`config.mk`:
```
export PLATFORM = sky130hd
export DESIGN_NAME = fcr_regs
export DESIGN_NICKNAME = d
export VERILOG_FILES = /design/src/logic/fcr_pkg.sv /design/src/logic/fcr_regs.sv /design/src/logic/fcr_doze_ctl.sv
export SDC_FILE = /design/constraint.sdc
export NUM_CORES = 1
export LEC_CHECK = 0
export BUFFER_PORTS_ARGS = -buffer_cell sky130_fd_sc_hd__buf_2
export CORE_MARGIN = 5
export CORE_UTILIZATION = 39
export CTS_CLUSTER_SIZE = 28
export DETAILED_ROUTE_END_ITERATION = 10
export GPL_TIMING_DRIVEN = 0
export PLACE_DENSITY = 0.8
export SETUP_SLACK_MARGIN = 0.4
export SYNTH_ARGS = -nofsm -noshare
export SYNTH_HDL_FRONTEND = slang
export SYNTH_SLANG_ARGS = --single-unit
```
`constraint.sdc`:
```
create_clock -name mclk -period 1.95 [get_ports mclk]
set_input_delay 0.195 -clock mclk [delete_from_list [all_inputs] [get_ports mclk]]
set_output_delay 0.195 -clock mclk [all_outputs]
set_load 0.005 [all_outputs]
```
`src/logic/fcr_pkg.sv`:
```
// Constants and types shared by the flash configuration register block
package fcr_pkg;

   // =====================================================================
   // Bus widths and register offsets
   localparam int unsigned     FCR_ADDR_W      = 16;
   localparam int unsigned     FCR_DATA_W      = 32;
   localparam logic [15:0]     FCR_OFF_CFG_ONE = 16'h104C;
   localparam logic [15:0]     FCR_OFF_CFG_TWO = 16'h1050;

   // =====================================================================
   // Field layout of flash_config_one
   localparam int unsigned     FCR_SIZE_LSB    = 24;
   localparam int unsigned     FCR_SIZE_W      = 4;
   localparam int unsigned     FCR_DOZE_BIT    = 1;
   localparam int unsigned     FCR_OFF_BIT     = 0;
   localparam int unsigned     FCR_CTL_W       = 2;
   localparam logic [1:0]      FCR_CTL_RST     = 2'h0;
   localparam logic [3:0]      FCR_SIZE_8K     = 4'h0;
   localparam logic [3:0]      FCR_SIZE_16K    = 4'h1;
   localparam logic [3:0]      FCR_SIZE_32K    = 4'h3;

   // =====================================================================
   // Field layout of flash_config_two
   localparam int unsigned     FCR_LIMIT_LSB   = 24;
   localparam int unsigned     FCR_LIMIT_W     = 7;
   localparam int unsigned     FCR_LIMIT_SHIFT = 13;
   localparam int unsigned     FCR_ONE_BIT     = 23;
   localparam logic [6:0]      FCR_LIMIT_32K   = 7'h04;

   // =====================================================================
   // Doze wake-up timing
   localparam int unsigned     FCR_CLK_NS      = 100;
   localparam int unsigned     FCR_WAKE_NS     = 1000;
   localparam int unsigned     FCR_WAKE_CYC    = (FCR_WAKE_NS + FCR_CLK_NS - 1) / FCR_CLK_NS;
   localparam int unsigned     FCR_CNT_W       = 8;

   typedef enum logic [1:0] {
      FCR_RUN      = 2'b00,
      FCR_DOZE_OFF = 2'b01,
      FCR_WAKE     = 2'b10
   } fcr_doze_state_type;

endpackage : fcr_pkg

```
`src/logic/fcr_regs.sv`:
```
// Flash configuration register pair with flash disable and doze control
//
// Contract
// - flash_config_one bits 27:24 report the read-only flash size code.
// - flash_config_one bits 31:28 and 23:2 read as zero.
// - doze_flash_off set turns flash off during Doze, back on after it.
// - with doze_flash_off set, wake-up from Doze takes longer.
// - flash_off set makes flash accesses error and puts flash in low power.
// - flash_config_two is read-only; every write gives a transfer error.
// - flash_config_two bits 30:24 hold the flash limit value, unit 8 KB.
// - flash_config_two bit 23 reads one; bit 31 and bits 22:0 read zero.
//
// Local design decision: the strobed register port.
`timescale 1ns/100ps
module fcr_regs #(
   parameter logic [3:0] SIZE_CODE   = fcr_pkg::FCR_SIZE_32K,
   parameter logic [6:0] LIMIT_VALUE = fcr_pkg::FCR_LIMIT_32K
) (
   input  wire logic                            mclk,
   input  wire logic                            rst_n,
   input  wire logic [fcr_pkg::FCR_ADDR_W-1:0]  reg_addr,
   input  wire logic [fcr_pkg::FCR_DATA_W-1:0]  reg_wdata,
   input  wire logic                            reg_wr,
   input  wire logic                            reg_rd,
   output logic      [fcr_pkg::FCR_DATA_W-1:0]  reg_rdata,
   output logic                                 reg_err,
   input  wire logic                            doze_mode,
   input  wire logic                            flash_acc,
   output logic                                 flash_err,
   output logic                                 flash_en,
   output logic                                 flash_lowpower,
   output logic                                 wake_busy
);
   import fcr_pkg::*;

   // =====================================================================
   // State
   typedef struct packed {
      logic [FCR_CTL_W-1:0]  ctl;
      logic [FCR_DATA_W-1:0] rdata;
      logic                  wr_err;
      logic                  acc_err;
      logic                  lowpwr;
   } fcr_regs_type;

   fcr_regs_type st_r;
   fcr_regs_type st_nxt;

   logic         hit_one;
   logic         hit_two;
   logic         dz_en;

   // =====================================================================
   // Decode and read words
   function automatic logic fcr_hit(
      input logic [FCR_ADDR_W-1:0] addr,
      input logic [FCR_ADDR_W-1:0] off
   );
      fcr_hit = (addr == off);
   endfunction : fcr_hit

   function automatic logic [FCR_DATA_W-1:0] fcr_word_one(
      input logic [FCR_CTL_W-1:0] ctl
   );
      logic [FCR_DATA_W-1:0] w;
      w = '0;
      w[FCR_SIZE_LSB +: FCR_SIZE_W] = SIZE_CODE;
      w[FCR_DOZE_BIT]               = ctl[FCR_DOZE_BIT];
      w[FCR_OFF_BIT]                = ctl[FCR_OFF_BIT];
      fcr_word_one = w;
   endfunction : fcr_word_one

   function automatic logic [FCR_DATA_W-1:0] fcr_word_two();
      logic [FCR_DATA_W-1:0] w;
      w = '0;
      w[FCR_LIMIT_LSB +: FCR_LIMIT_W] = LIMIT_VALUE;
      w[FCR_ONE_BIT]                  = 1'b1;
      fcr_word_two = w;
   endfunction : fcr_word_two

   assign hit_one = fcr_hit(reg_addr, FCR_OFF_CFG_ONE);
   assign hit_two = fcr_hit(reg_addr, FCR_OFF_CFG_TWO);

   // =====================================================================
   // Doze sequencer
   fcr_doze_ctl u_doze (
      .mclk           (mclk),
      .rst_n          (rst_n),
      .doze_mode      (doze_mode),
      .doze_flash_off (st_r.ctl[FCR_DOZE_BIT]),
      .flash_off      (st_r.ctl[FCR_OFF_BIT]),
      .flash_en       (dz_en),
      .wake_busy      (wake_busy)
   );

   // =====================================================================
   // Register and flash-side next state
   always_comb begin
      st_nxt = st_r;
      st_nxt.rdata = '0;
      st_nxt.wr_err = 1'b0;
      if (reg_wr && hit_one) begin
         st_nxt.ctl = reg_wdata[FCR_CTL_W-1:0];
      end
      if (reg_wr && hit_two) begin
         st_nxt.wr_err = 1'b1;
      end
      if (reg_rd && hit_one) begin
         st_nxt.rdata = fcr_word_one(st_r.ctl);
      end else if (reg_rd && hit_two) begin
         st_nxt.rdata = fcr_word_two();
      end
      // Accesses fail while flash is off or parked for doze
      st_nxt.acc_err = flash_acc && (st_r.ctl[FCR_OFF_BIT] || !dz_en);
      st_nxt.lowpwr  = st_nxt.ctl[FCR_OFF_BIT];
   end

   always_ff @(posedge mclk or negedge rst_n) begin
      if (!rst_n) begin
         st_r <= '{ctl: FCR_CTL_RST, rdata: '0, wr_err: 1'b0,
                   acc_err: 1'b0, lowpwr: 1'b0};
      end else begin
         st_r <= st_nxt;
      end
   end

   // =====================================================================
   // Outputs
   assign reg_rdata      = st_r.rdata;
   assign reg_err        = st_r.wr_err;
   assign flash_err      = st_r.acc_err;
   assign flash_lowpower = st_r.lowpwr;
   assign flash_en       = dz_en;
endmodule : fcr_regs

```
`src/logic/fcr_doze_ctl.sv`:
```
// Flash enable sequencing around Doze mode, with extended wake-up
`timescale 1ns/100ps
module fcr_doze_ctl (
   input  wire logic mclk,
   input  wire logic rst_n,
   input  wire logic doze_mode,
   input  wire logic doze_flash_off,
   input  wire logic flash_off,
   output logic      flash_en,
   output logic      wake_busy
);
   import fcr_pkg::*;

   typedef struct packed {
      fcr_doze_state_type     st;
      logic [FCR_CNT_W-1:0]   cnt;
      logic                   en;
      logic                   busy;
   } fcr_doze_type;

   fcr_doze_type st_r;
   fcr_doze_type st_nxt;

   localparam logic [FCR_CNT_W-1:0] WAKE_LOAD = FCR_CNT_W'(FCR_WAKE_CYC - 1);

   // =====================================================================
   // Sequencer
   always_comb begin
      st_nxt = st_r;
      unique case (st_r.st)
         FCR_RUN: begin
            if (doze_mode && doze_flash_off) begin
               st_nxt.st = FCR_DOZE_OFF;
            end
         end
         FCR_DOZE_OFF: begin
            if (!doze_mode) begin
               st_nxt.st  = FCR_WAKE;
               st_nxt.cnt = WAKE_LOAD;
            end
         end
         FCR_WAKE: begin
            if (doze_mode && doze_flash_off) begin
               st_nxt.st = FCR_DOZE_OFF;
            end else if (st_r.cnt == '0) begin
               st_nxt.st = FCR_RUN;
            end else begin
               st_nxt.cnt = st_r.cnt - 1'b1;
            end
         end
         default: begin
            st_nxt.st = FCR_RUN;
         end
      endcase
      st_nxt.en   = (st_nxt.st == FCR_RUN) && !flash_off;
      st_nxt.busy = (st_nxt.st != FCR_RUN);
   end

   always_ff @(posedge mclk or negedge rst_n) begin
      if (!rst_n) begin
         st_r <= '{st: FCR_RUN, cnt: '0, en: 1'b1, busy: 1'b0};
      end else begin
         st_r <= st_nxt;
      end
   end

   assign flash_en  = st_r.en;
   assign wake_busy = st_r.busy;
endmodule : fcr_doze_ctl

```
# == Yosys cells after proc, flatten, opt, wreduce, memory -nomap -nowiden ==
# Cells that the tools add are included.
# word_totals
register_bits,48
in_bits,54
wordCells,44
# classes
addsub,1
n_eq_ne,7
muxes,11
reduce_logical,16
# ops
cell,n
27-bit two-way mux,2
"16-bit by 13-bit == test with 1-bit output, second input constant",2
8-bit two-way mux,2
8-bit case mux with 2 select lines,1
10-bit two-way mux,1
8-bit logical NOT,1
"8-bit by 1-bit subtractor with 8-bit output, second input constant",1
1-bit logical AND,7
2-bit two-way mux,3
"2-bit inequality test, second input constant",3
2-bit case mux with 3 select lines,1
2-bit logical NOT,2
4-bit AND reduction,1
2-bit nonzero test,2
"2-bit by 1-bit == test with 1-bit output, second input constant",1
"2-bit == test, second input constant",1
1-bit logical NOT,2
1-bit logical OR,1
1-bit two-way mux,1

# == Depth between registers and ports, before layout ==
# Gate-level depths: netlist of run 1.
# depth
ltp_word,6
depth_mapped,7
ltp_nobuf,6

# == Modules after synthesis ==
# From an unflattened synthesis of run 1, not the netlist that was laid out.
# hier_totals
cells_unflattened,117
area_unflattened_um2,1211.2
# modules_own_cells
module,n_inst,cells_per_inst,area_per_inst_um2,seq_area_each_um2
fcr_doze_ctl,1,55,615.6,301.5
fcr_regs,1,62,595.6,200.2

# == Worst setup path before layout of run 1 ==
# OpenSTA, ideal clock, no wires.
# synth_timing
kind,flip-flop to flip-flop
start,reg u_doze.st_r[2] (netlist name)
end,reg u_doze.st_r[9] (netlist name)
arrival_ns,1.601
t_required_ns,1.810
slack_ns,0.209
stages_incl_launch_ff,8
period_less_slack_ns,1.741
cell_sequence,dfrtp_1 > inv_1 > ha_1 > nor3b_1 > a221o_1 > buf_4 > o311ai_0 > o41ai_1
# synth_via
elab_chain_len,4
elab_cells_between_ends,7
# synth_rtl
element,line,text
from (decl),fcr_doze_ctl.sv:21,fcr_doze_type st_r;
from (signal assigned),fcr_doze_ctl.sv:61,"st_r <= '{st: FCR_RUN, cnt: '0, en: 1'b1, busy: 1'b0};"
from (signal assigned),fcr_doze_ctl.sv:63,st_r <= st_nxt;
8-bit by 1-bit subtractor with 8-bit output,fcr_doze_ctl.sv:48,st_nxt.cnt = st_r.cnt - 1'b1;
8-bit two-way mux,fcr_doze_ctl.sv:45,end else if (st_r.cnt == '0) begin
8-bit two-way mux,fcr_doze_ctl.sv:43,if (doze_mode && doze_flash_off) begin
8-bit case mux with 2 select lines,fcr_doze_ctl.sv:30,unique case (st_r.st)
# Several ways; a longest one is shown, not always the timed one. The select of a mux whose other input is x is not followed.
# A chain may end at the register's enable or synchronous reset.

# == Worst setup path after layout of run 1 ==
# layout_timing
start,reg u_doze.st_r[3] (netlist name)
end,reg u_doze.st_r[6] (netlist name)
# The elaborated chain is that of the path after synthesis.

==> flow_summary.rst, run 1 <==
.. list-table::
   :header-rows: 1

   * - Metric
     - Value
   * - Gate Count Post-Synth
     - approximately 120
   * - Remaining design rule violation count
     - 0
   * - Final instance area
     - roughly 1700 um^2
   * - Clock edge transition at the registers on the reported setup and hold paths
     - between 0.1 and 0.15 ns
   * - Final Routed Wirelength
     - about 2.4 mm
   * - Maximum resistive drop on vdd
     - between 0.3 and 0.4 mV
   * - Final HPWL DP
     - between 1.5 and 2 mm
   * - Residual antenna-violating net count after detailed routing
     - 0
   * - Cell type contributing the most total cell area after synthesis
     - dfrtp_1
   * - Mean routed wirelength per cell
     - 11.1 um
   * - Setup crit end kind
     - flip-flop
   * - Die Ht
     - approximately 64 um
   * - Starting Density
     - about two fifths
   * - Total clock buffers created by CTS
     - 3
   * - Result of the run
     - finished clean
   * - First-pass GRT wire length
     - roughly 4.0 mm
   * - Worst Setup Path Type
     - flip-flop to flip-flop
   * - Largest fanout on the critical path
     - 4
   * - Total routing usage reported by global routing
     - about an eighth
   * - Count of final setup violators
     - 0
   * - Number of instances on the worst hold path
     - 2
   * - Cell with the most instances after synthesis
     - buf_4
   * - Yosys top cell area share
     - between 40% and 50%
   * - Clock root buffer
     - clkbuf_4
   * - Portion of the clock cycle consumed by the worst path in the final layout
     - about nine tenths
   * - Number of distinct library cells after synthesis
     - 36
   * - Number of core rows
     - 19
   * - Yosys warns
     - 0
   * - Synth Cell Area
     - ~1200 um^2
   * - Flops & latches, synth
     - 20
   * - Diode count
     - 0
   * - CTS Buffer Depth
     - 2
   * - Unrepaired setup endpoints after global routing
     - true
   * - Layout cells sized above 1
     - ~50%
   * - Clock latency at the later pin of the worst-skew pair
     - 0.31 ns
   * - Starting DRC count in detailed routing
     - 17
   * - Post-layout min period
     - roughly 1.7 ns
   * - FFs w/ async S/R, synth
     - 100%
   * - Number of levels the H-tree was split into
     - 1
   * - Leakage power total
     - around 0.90 nW
   * - Accumulated negative setup slack
     - 0 ns
   * - Number of sinks on the clock net
     - 20
   * - Power Dens Cells
     - ~1100 nW/um^2
   * - Initial DRT Pass Iterations
     - 4
   * - I/O pin count
     - 91
   * - Pre-CTS WS
     - 0.208 ns
   * - Floorplan die area
     - between 4000 and 5000 um^2
   * - Worst Setup Start Kind
     - flip-flop
   * - Leading post-synthesis cells by instance count
     - 29 x buf_4, 19 x dfrtp_1, 7 x nand2_1
   * - Buffers on Ports
     - 34
   * - Final setup skew
     - 0.00163 ns
   * - R2R cell count
     - 8
   * - Count of vias placed by the detailed router
     - between 900 and 1000
   * - Initial antenna violation count
     - 0
   * - Maximum number of pins on one net before global-route repair
     - 21
   * - Worst setup margin
     - roughly 0.22 ns
   * - Post-synth top flop
     - dfrtp_1
   * - EDFF count, synth
     - 0
   * - Synthesized area divided by synthesized cell count
     - between 9 and 10 um^2
   * - Final-report max-slew violation count
     - 0
   * - Die X-Extent
     - between 60 and 70 um
   * - Hold/Removal Path Class
     - primary input to flip-flop
   * - Growth of design area from synthesis to finish
     - 45.8%
   * - Ranking of synthesized cells by area
     - dfrtp_1 41%, buf_4 19%, nor4_1 3.3%
   * - Vias per inst
     - 4.46
   * - Total power
     - approximately 1.8 mW
   * - Max-cap viol count
     - 0
   * - Fin cells
     - around 220
   * - Fill cell total of the finished layout
     - 236
   * - CP Data Required Time
     - 2.14 ns
   * - Via count of the first global-routing pass
     - 960
   * - Final net count
     - ~240
   * - Routability cong.
     - ~0.78
   * - Number of placed cells counting well taps
     - between 200 and 250
   * - Seq/Total Area, Yosys
     - 43.5%
   * - Standard cell area after detailed placement
     - approximately 1500 um^2
   * - Area inside the core boundary
     - between 2000 and 3000 um^2
   * - Worst EP arrival
     - between 1.5 and 2 ns
   * - Final Hold Viols
     - 0
   * - Max frequency
     - around 0.58 GHz
   * - TritonCTS clock tree
     - yes
   * - GR Overflow Total
     - 0
==> worst max-delay path, stage by stage, from the launching register on <==
cell      delay, ns
dfrtp_1        0.39
inv_1          0.05
ha_2           0.18
nor3b_4        0.15
a221o_1        0.34
buf_4          0.15
buf_6          0.12
o211ai_1       0.15
o31ai_1        0.09
==> per-stage QoR <==
step                      utilization [%]  hold WS, ns
after global placement               52.5        0.156
after CTS                            57.2       0.0660
final                                59.9       0.0766
after floorplan                         -       -0.101
after detailed placement             52.5        0.160
after global routing                 59.9       0.0875
==> cell families after synthesis <==
kind of cell | Yosys count | synth area share (%)
other | 1 | 0.325
buffers and inverters | 35 | 20.8
adders and majority gates | 1 | 1.09
AOI/OAI and AO/OA | 14 | 8.36
DFF | 20 | 43.5
muxes | 4 | 3.69
and+or+nand+nor | 42 | 22.2
==> sequential cells by signal (all words and copies together) (netlist names) <==
| register | count |
|---|---|
| st_r | 2 |
| reg_err | 1 |
| u_doze.flash_en | 1 |
| u_doze.st_r | 10 |
| u_doze.wake_busy | 1 |
| reg_rdata | 4 |
| flash_err | 1 |
==> cell type report <==
cell class	count	area [um^2]	area share, %
buffer	30	225	13.4
clock buffer	3	22.5	1.34
clock inverter	1	30.0	1.79
inverter	5	18.8	1.12
multi-input combinational	87	602	35.8
sequential	20	503	29.9
tap	31	38.8	2.31
timing repair buffer	42	240	14.3
==> timing repair <==
item,CTS,global route
cloned,1,0
pin swaps,2,4
hold buffers,1,0
endpoints found under the setup margin,10,11
endpoints found under the hold margin,19,0
buffers inserted,3,3
gates resized for setup,6,13
==> where the power goes <==
part,internal [mW],total (mW),switching [mW]
Combinational,0.426,0.762,0.337
Clock,0.208,0.337,0.129
Sequential,0.541,0.684,0.144
Total,1.17,1.78,0.610
==> final timing paths <==
check | start | to | slack [ns]
worst min-delay path | reg_addr[3] | reg_rdata[23] | 0.08
worst min register to register | st_r[35] | u_doze.flash_en | 0.48
min in group asynchronous | rst_n | u_doze.st_r[9] | 0.34
worst max register to register | u_doze.st_r[3] | u_doze.st_r[6] | 0.22
worst max-delay path | u_doze.st_r[3] | u_doze.st_r[6] | 0.22
max in group asynchronous | rst_n | u_doze.flash_en | 1.27
==> routing by layer <==
| metal | vias to the layer above | part of all wire, % | track usage (%) |
|---|---|---|---|
| met1 | 432 | 41 | 14.3 |
| li1 | 495 | - | - |
| met4 | 0 | 0.70 | 3.69 |
| met5 | - | 0 | 0 |
| met3 | 3 | 8.5 | 4.55 |
| met2 | 46 | 50 | 19.7 |
==> cell usage in the layout, fill, tap and decap left out, drive strengths merged, types with 2 or more instances in the layout <==
cell / netlist / layout
conb: 1 / 26
clkbuf: 1 / 4
o21ai: 3 / 3
buf: 29 / 70
mux2i: 2 / 2
a21boi: 2 / 2
and2: 3 / 3
nor4: 6 / 6
nor2: 5 / 5
inv: 5 / 5
a21oi: 3 / 3
mux2: 2 / 2
or3: 5 / 5
dfrtp: 19 / 19
nand2: 7 / 7
nand2b: 5 / 5
(Power assumes the default switching activity.)
==> inputs of run 2 (changes only) <==
CORE_MARGIN = not set   (was 5)
==> flow_summary.rst, run 2 (same netlist as run 1, synthesis figures left out) <==
.. list-table::
   :header-rows: 1

   * - Metric
     - Value
   * - Standard cell area after detailed placement
     - 1470 um^2
   * - Die Ht
     - about 56 um
   * - First-pass GRT wire length
     - 3.55 mm
   * - Mean routed wirelength per cell
     - between 10 and 15 um
   * - Clock latency at the later pin of the worst-skew pair
     - ~0.30 ns
   * - I/O pin count
     - between 90 and 100
   * - Worst EP arrival
     - between 1.5 and 2 ns
   * - Initial DRT Pass Iterations
     - 4
   * - Final setup skew
     - around 0.010 ns
   * - Count of vias placed by the detailed router
     - about 1000
   * - Final Routed Wirelength
     - about 2.4 mm
   * - Cell-by-cell trace of the critical path
     - inv_2 > ha_4 > nor3b_4 > a221o_1 > buf_6 > o311ai_4 > o41ai_2
   * - Floorplan die area
     - between 3000 and 4000 um^2
   * - Accumulated negative setup slack
     - 0 ns
   * - Area inside the core boundary
     - roughly 2800 um^2
   * - Setup slack on the worst flop-to-flop path
     - around 0.23 ns
   * - Maximum resistive drop on vdd
     - just over 0.9 mV
   * - Relative contribution of combinational cells to total power
     - 41.9%
   * - Number of flip-flops in the largest register
     - 10
   * - Kind of cell with the highest combined delay on the critical path
     - compound AO/OA/AOI/OAI gates
   * - Max-cap viol count
     - 0
   * - Post-layout min period
     - roughly 1.7 ns
   * - Worst Setup Path Type
     - flip-flop to flip-flop
   * - CTS Buffer Depth
     - 2
   * - TritonCTS clock tree
     - yes
   * - Number of levels the H-tree was split into
     - 1
   * - Layout cells sized above 1
     - between 40% and 50%
   * - CP Data Required Time
     - ~2.1 ns
   * - Routability cong.
     - ~0.8
   * - Portion of the clock cycle consumed by the worst path in the final layout
     - between 80% and 90%
   * - Largest fanout on the critical path
     - 5
   * - Clock edge transition at the registers on the reported setup and hold paths
     - roughly 0.12 ns
   * - Number of core rows
     - 19
   * - Fraction of power spent switching nets
     - a little over a third
   * - Total clock buffers created by CTS
     - 3
   * - Final-report max-slew violation count
     - 0
   * - Starting DRC count in detailed routing
     - 20
   * - Setup crit end kind
     - flip-flop
   * - Pre-CTS WS
     - roughly 0.23 ns
   * - Critical R2R Capture
     - u_doze.st_r[9]
   * - Commonest cells after routing, fill and taps aside
     - 34 x buf_2, 33 x buf_4, 26 x conb_1
   * - Die X-Extent
     - ~56 um
   * - Cell internal power dissipation
     - around 1.1 mW
   * - Crit-path slowest cell
     - dfrtp_1
   * - Final instance area
     - ~1700 um^2
   * - Unrepaired setup endpoints after global routing
     - true
   * - Clock root buffer
     - clkbuf_4
   * - Starting Density
     - between 40% and 50%
   * - Number of instances on the worst hold path
     - 2
   * - Leakage power total
     - 0.890 nW
   * - Number of placed cells counting well taps
     - 207
   * - Power Dens Cells
     - between 1000 and 1500 nW/um^2
   * - Remaining design rule violation count
     - 0
   * - Worst Setup Start Kind
     - flip-flop
   * - Proportion of power drawn by flip-flops and latches
     - roughly two fifths
   * - Residual antenna-violating net count after detailed routing
     - 0
   * - Top reg by flops
     - u_doze.st_r
   * - Buffers plus inverters on the worst setup path
     - 2
   * - Switching Power
     - around 620 uW
   * - GR Overflow Total
     - 0
   * - Clock power share
     - about a fifth
   * - Worst reg2reg path startpoint
     - u_doze.st_r[2]
   * - Growth of design area from synthesis to finish
     - 44.4%
   * - Buffers on Ports
     - 34
   * - Vias per inst
     - 4.51
   * - Final Hold Viols
     - 0
   * - Initial antenna violation count
     - 0
   * - Final HPWL DP
     - about 1.7 mm
   * - R2R cell count
     - 7
   * - Destination of the worst hold path
     - reg_err
   * - Hold/Removal Path Class
     - primary input to flip-flop
   * - Final net count
     - roughly 240
   * - Count of final setup violators
     - 0
   * - Worst setup margin
     - approximately 0.23 ns
   * - Delay contributed by the slowest stage of the critical path
     - slightly above 0.4 ns
   * - Most common cell after layout, fill and taps aside
     - buf_2
   * - Total routing usage reported by global routing
     - 14.1%
   * - Tightest hold margin
     - about 0.088 ns
   * - Number of sinks on the clock net
     - 20
   * - Fin cells
     - approximately 220
   * - Start point of the worst min-delay path
     - reg_addr[3]
   * - Result of the run
     - finished clean
   * - Max frequency
     - between 0.5 and 0.6 GHz
   * - Maximum number of pins on one net before global-route repair
     - 21
   * - Diode count
     - 0
   * - Via count of the first global-routing pass
     - slightly above 800
run 2: repair_timing:
item	4_1_cts	5_1_grt
endpoints found under the hold margin	19	0
setup endpoints to repair	10	11
cloned	1	0
buffers inserted	2	2
resized for setup	6	9
pin swaps	3	2
hold buffers	1	0
run 2: area by class of cell:
cell class,instances,area (um^2)
fill,250,1120
multi-input combinational,87,608
sequential,20,503
buffer,30,225
timing repair buffer,40,218
tap,31,38.8
clock inverter,1,30.0
clock buffer,3,22.5
inverter,5,18.8
run 2: worst max-delay path by stage:
stage,start,endpoint,slack [ns],cells past startpoint
2_1_floorplan,u_doze.st_r[3],u_doze.st_r[9],0.33,7
4_1_cts,u_doze.st_r[2],u_doze.st_r[5],0.24,7
6_report,u_doze.st_r[2],u_doze.st_r[9],0.23,7
3_5_place_dp,u_doze.st_r[3],u_doze.st_r[9],0.23,7
5_1_grt,u_doze.st_r[2],u_doze.st_r[9],0.14,7
3_3_place_gp,u_doze.st_r[2],u_doze.st_r[9],0.24,7
run 2: metal layers:
layer | vias to the layer above | GRT usage [%] | wire length (um)
li1 | 493 | - | -
met1 | 448 | 17.4 | 957
met2 | 38 | 24.8 | 1250
met3 | 0 | 4.38 | 143
met4 | 0 | 2.09 | 0
met5 | - | 0 | 0
run 2: power by group through the flow:
| stage | registers (mW) | clock network [mW] | logic (mW) |
|---|---|---|---|
| floorplan | 0.633 | 0 | 0.374 |
| global placement | 0.652 | 0 | 0.485 |
| detailed placement | 0.657 | 0 | 0.500 |
| CTS | 0.650 | 0.346 | 0.617 |
| global route | 0.706 | 0.359 | 0.818 |
| finish | 0.684 | 0.337 | 0.737 |
run 2: per-stage QoR:
step / power, mW / utilization (%)
detailed placement: 1.16 / 52.9
global placement: 1.14 / 52.9
finish: 1.76 / 59.8
CTS: 1.61 / 57.3
floorplan: 1.01 / -
global route: 1.88 / 59.8
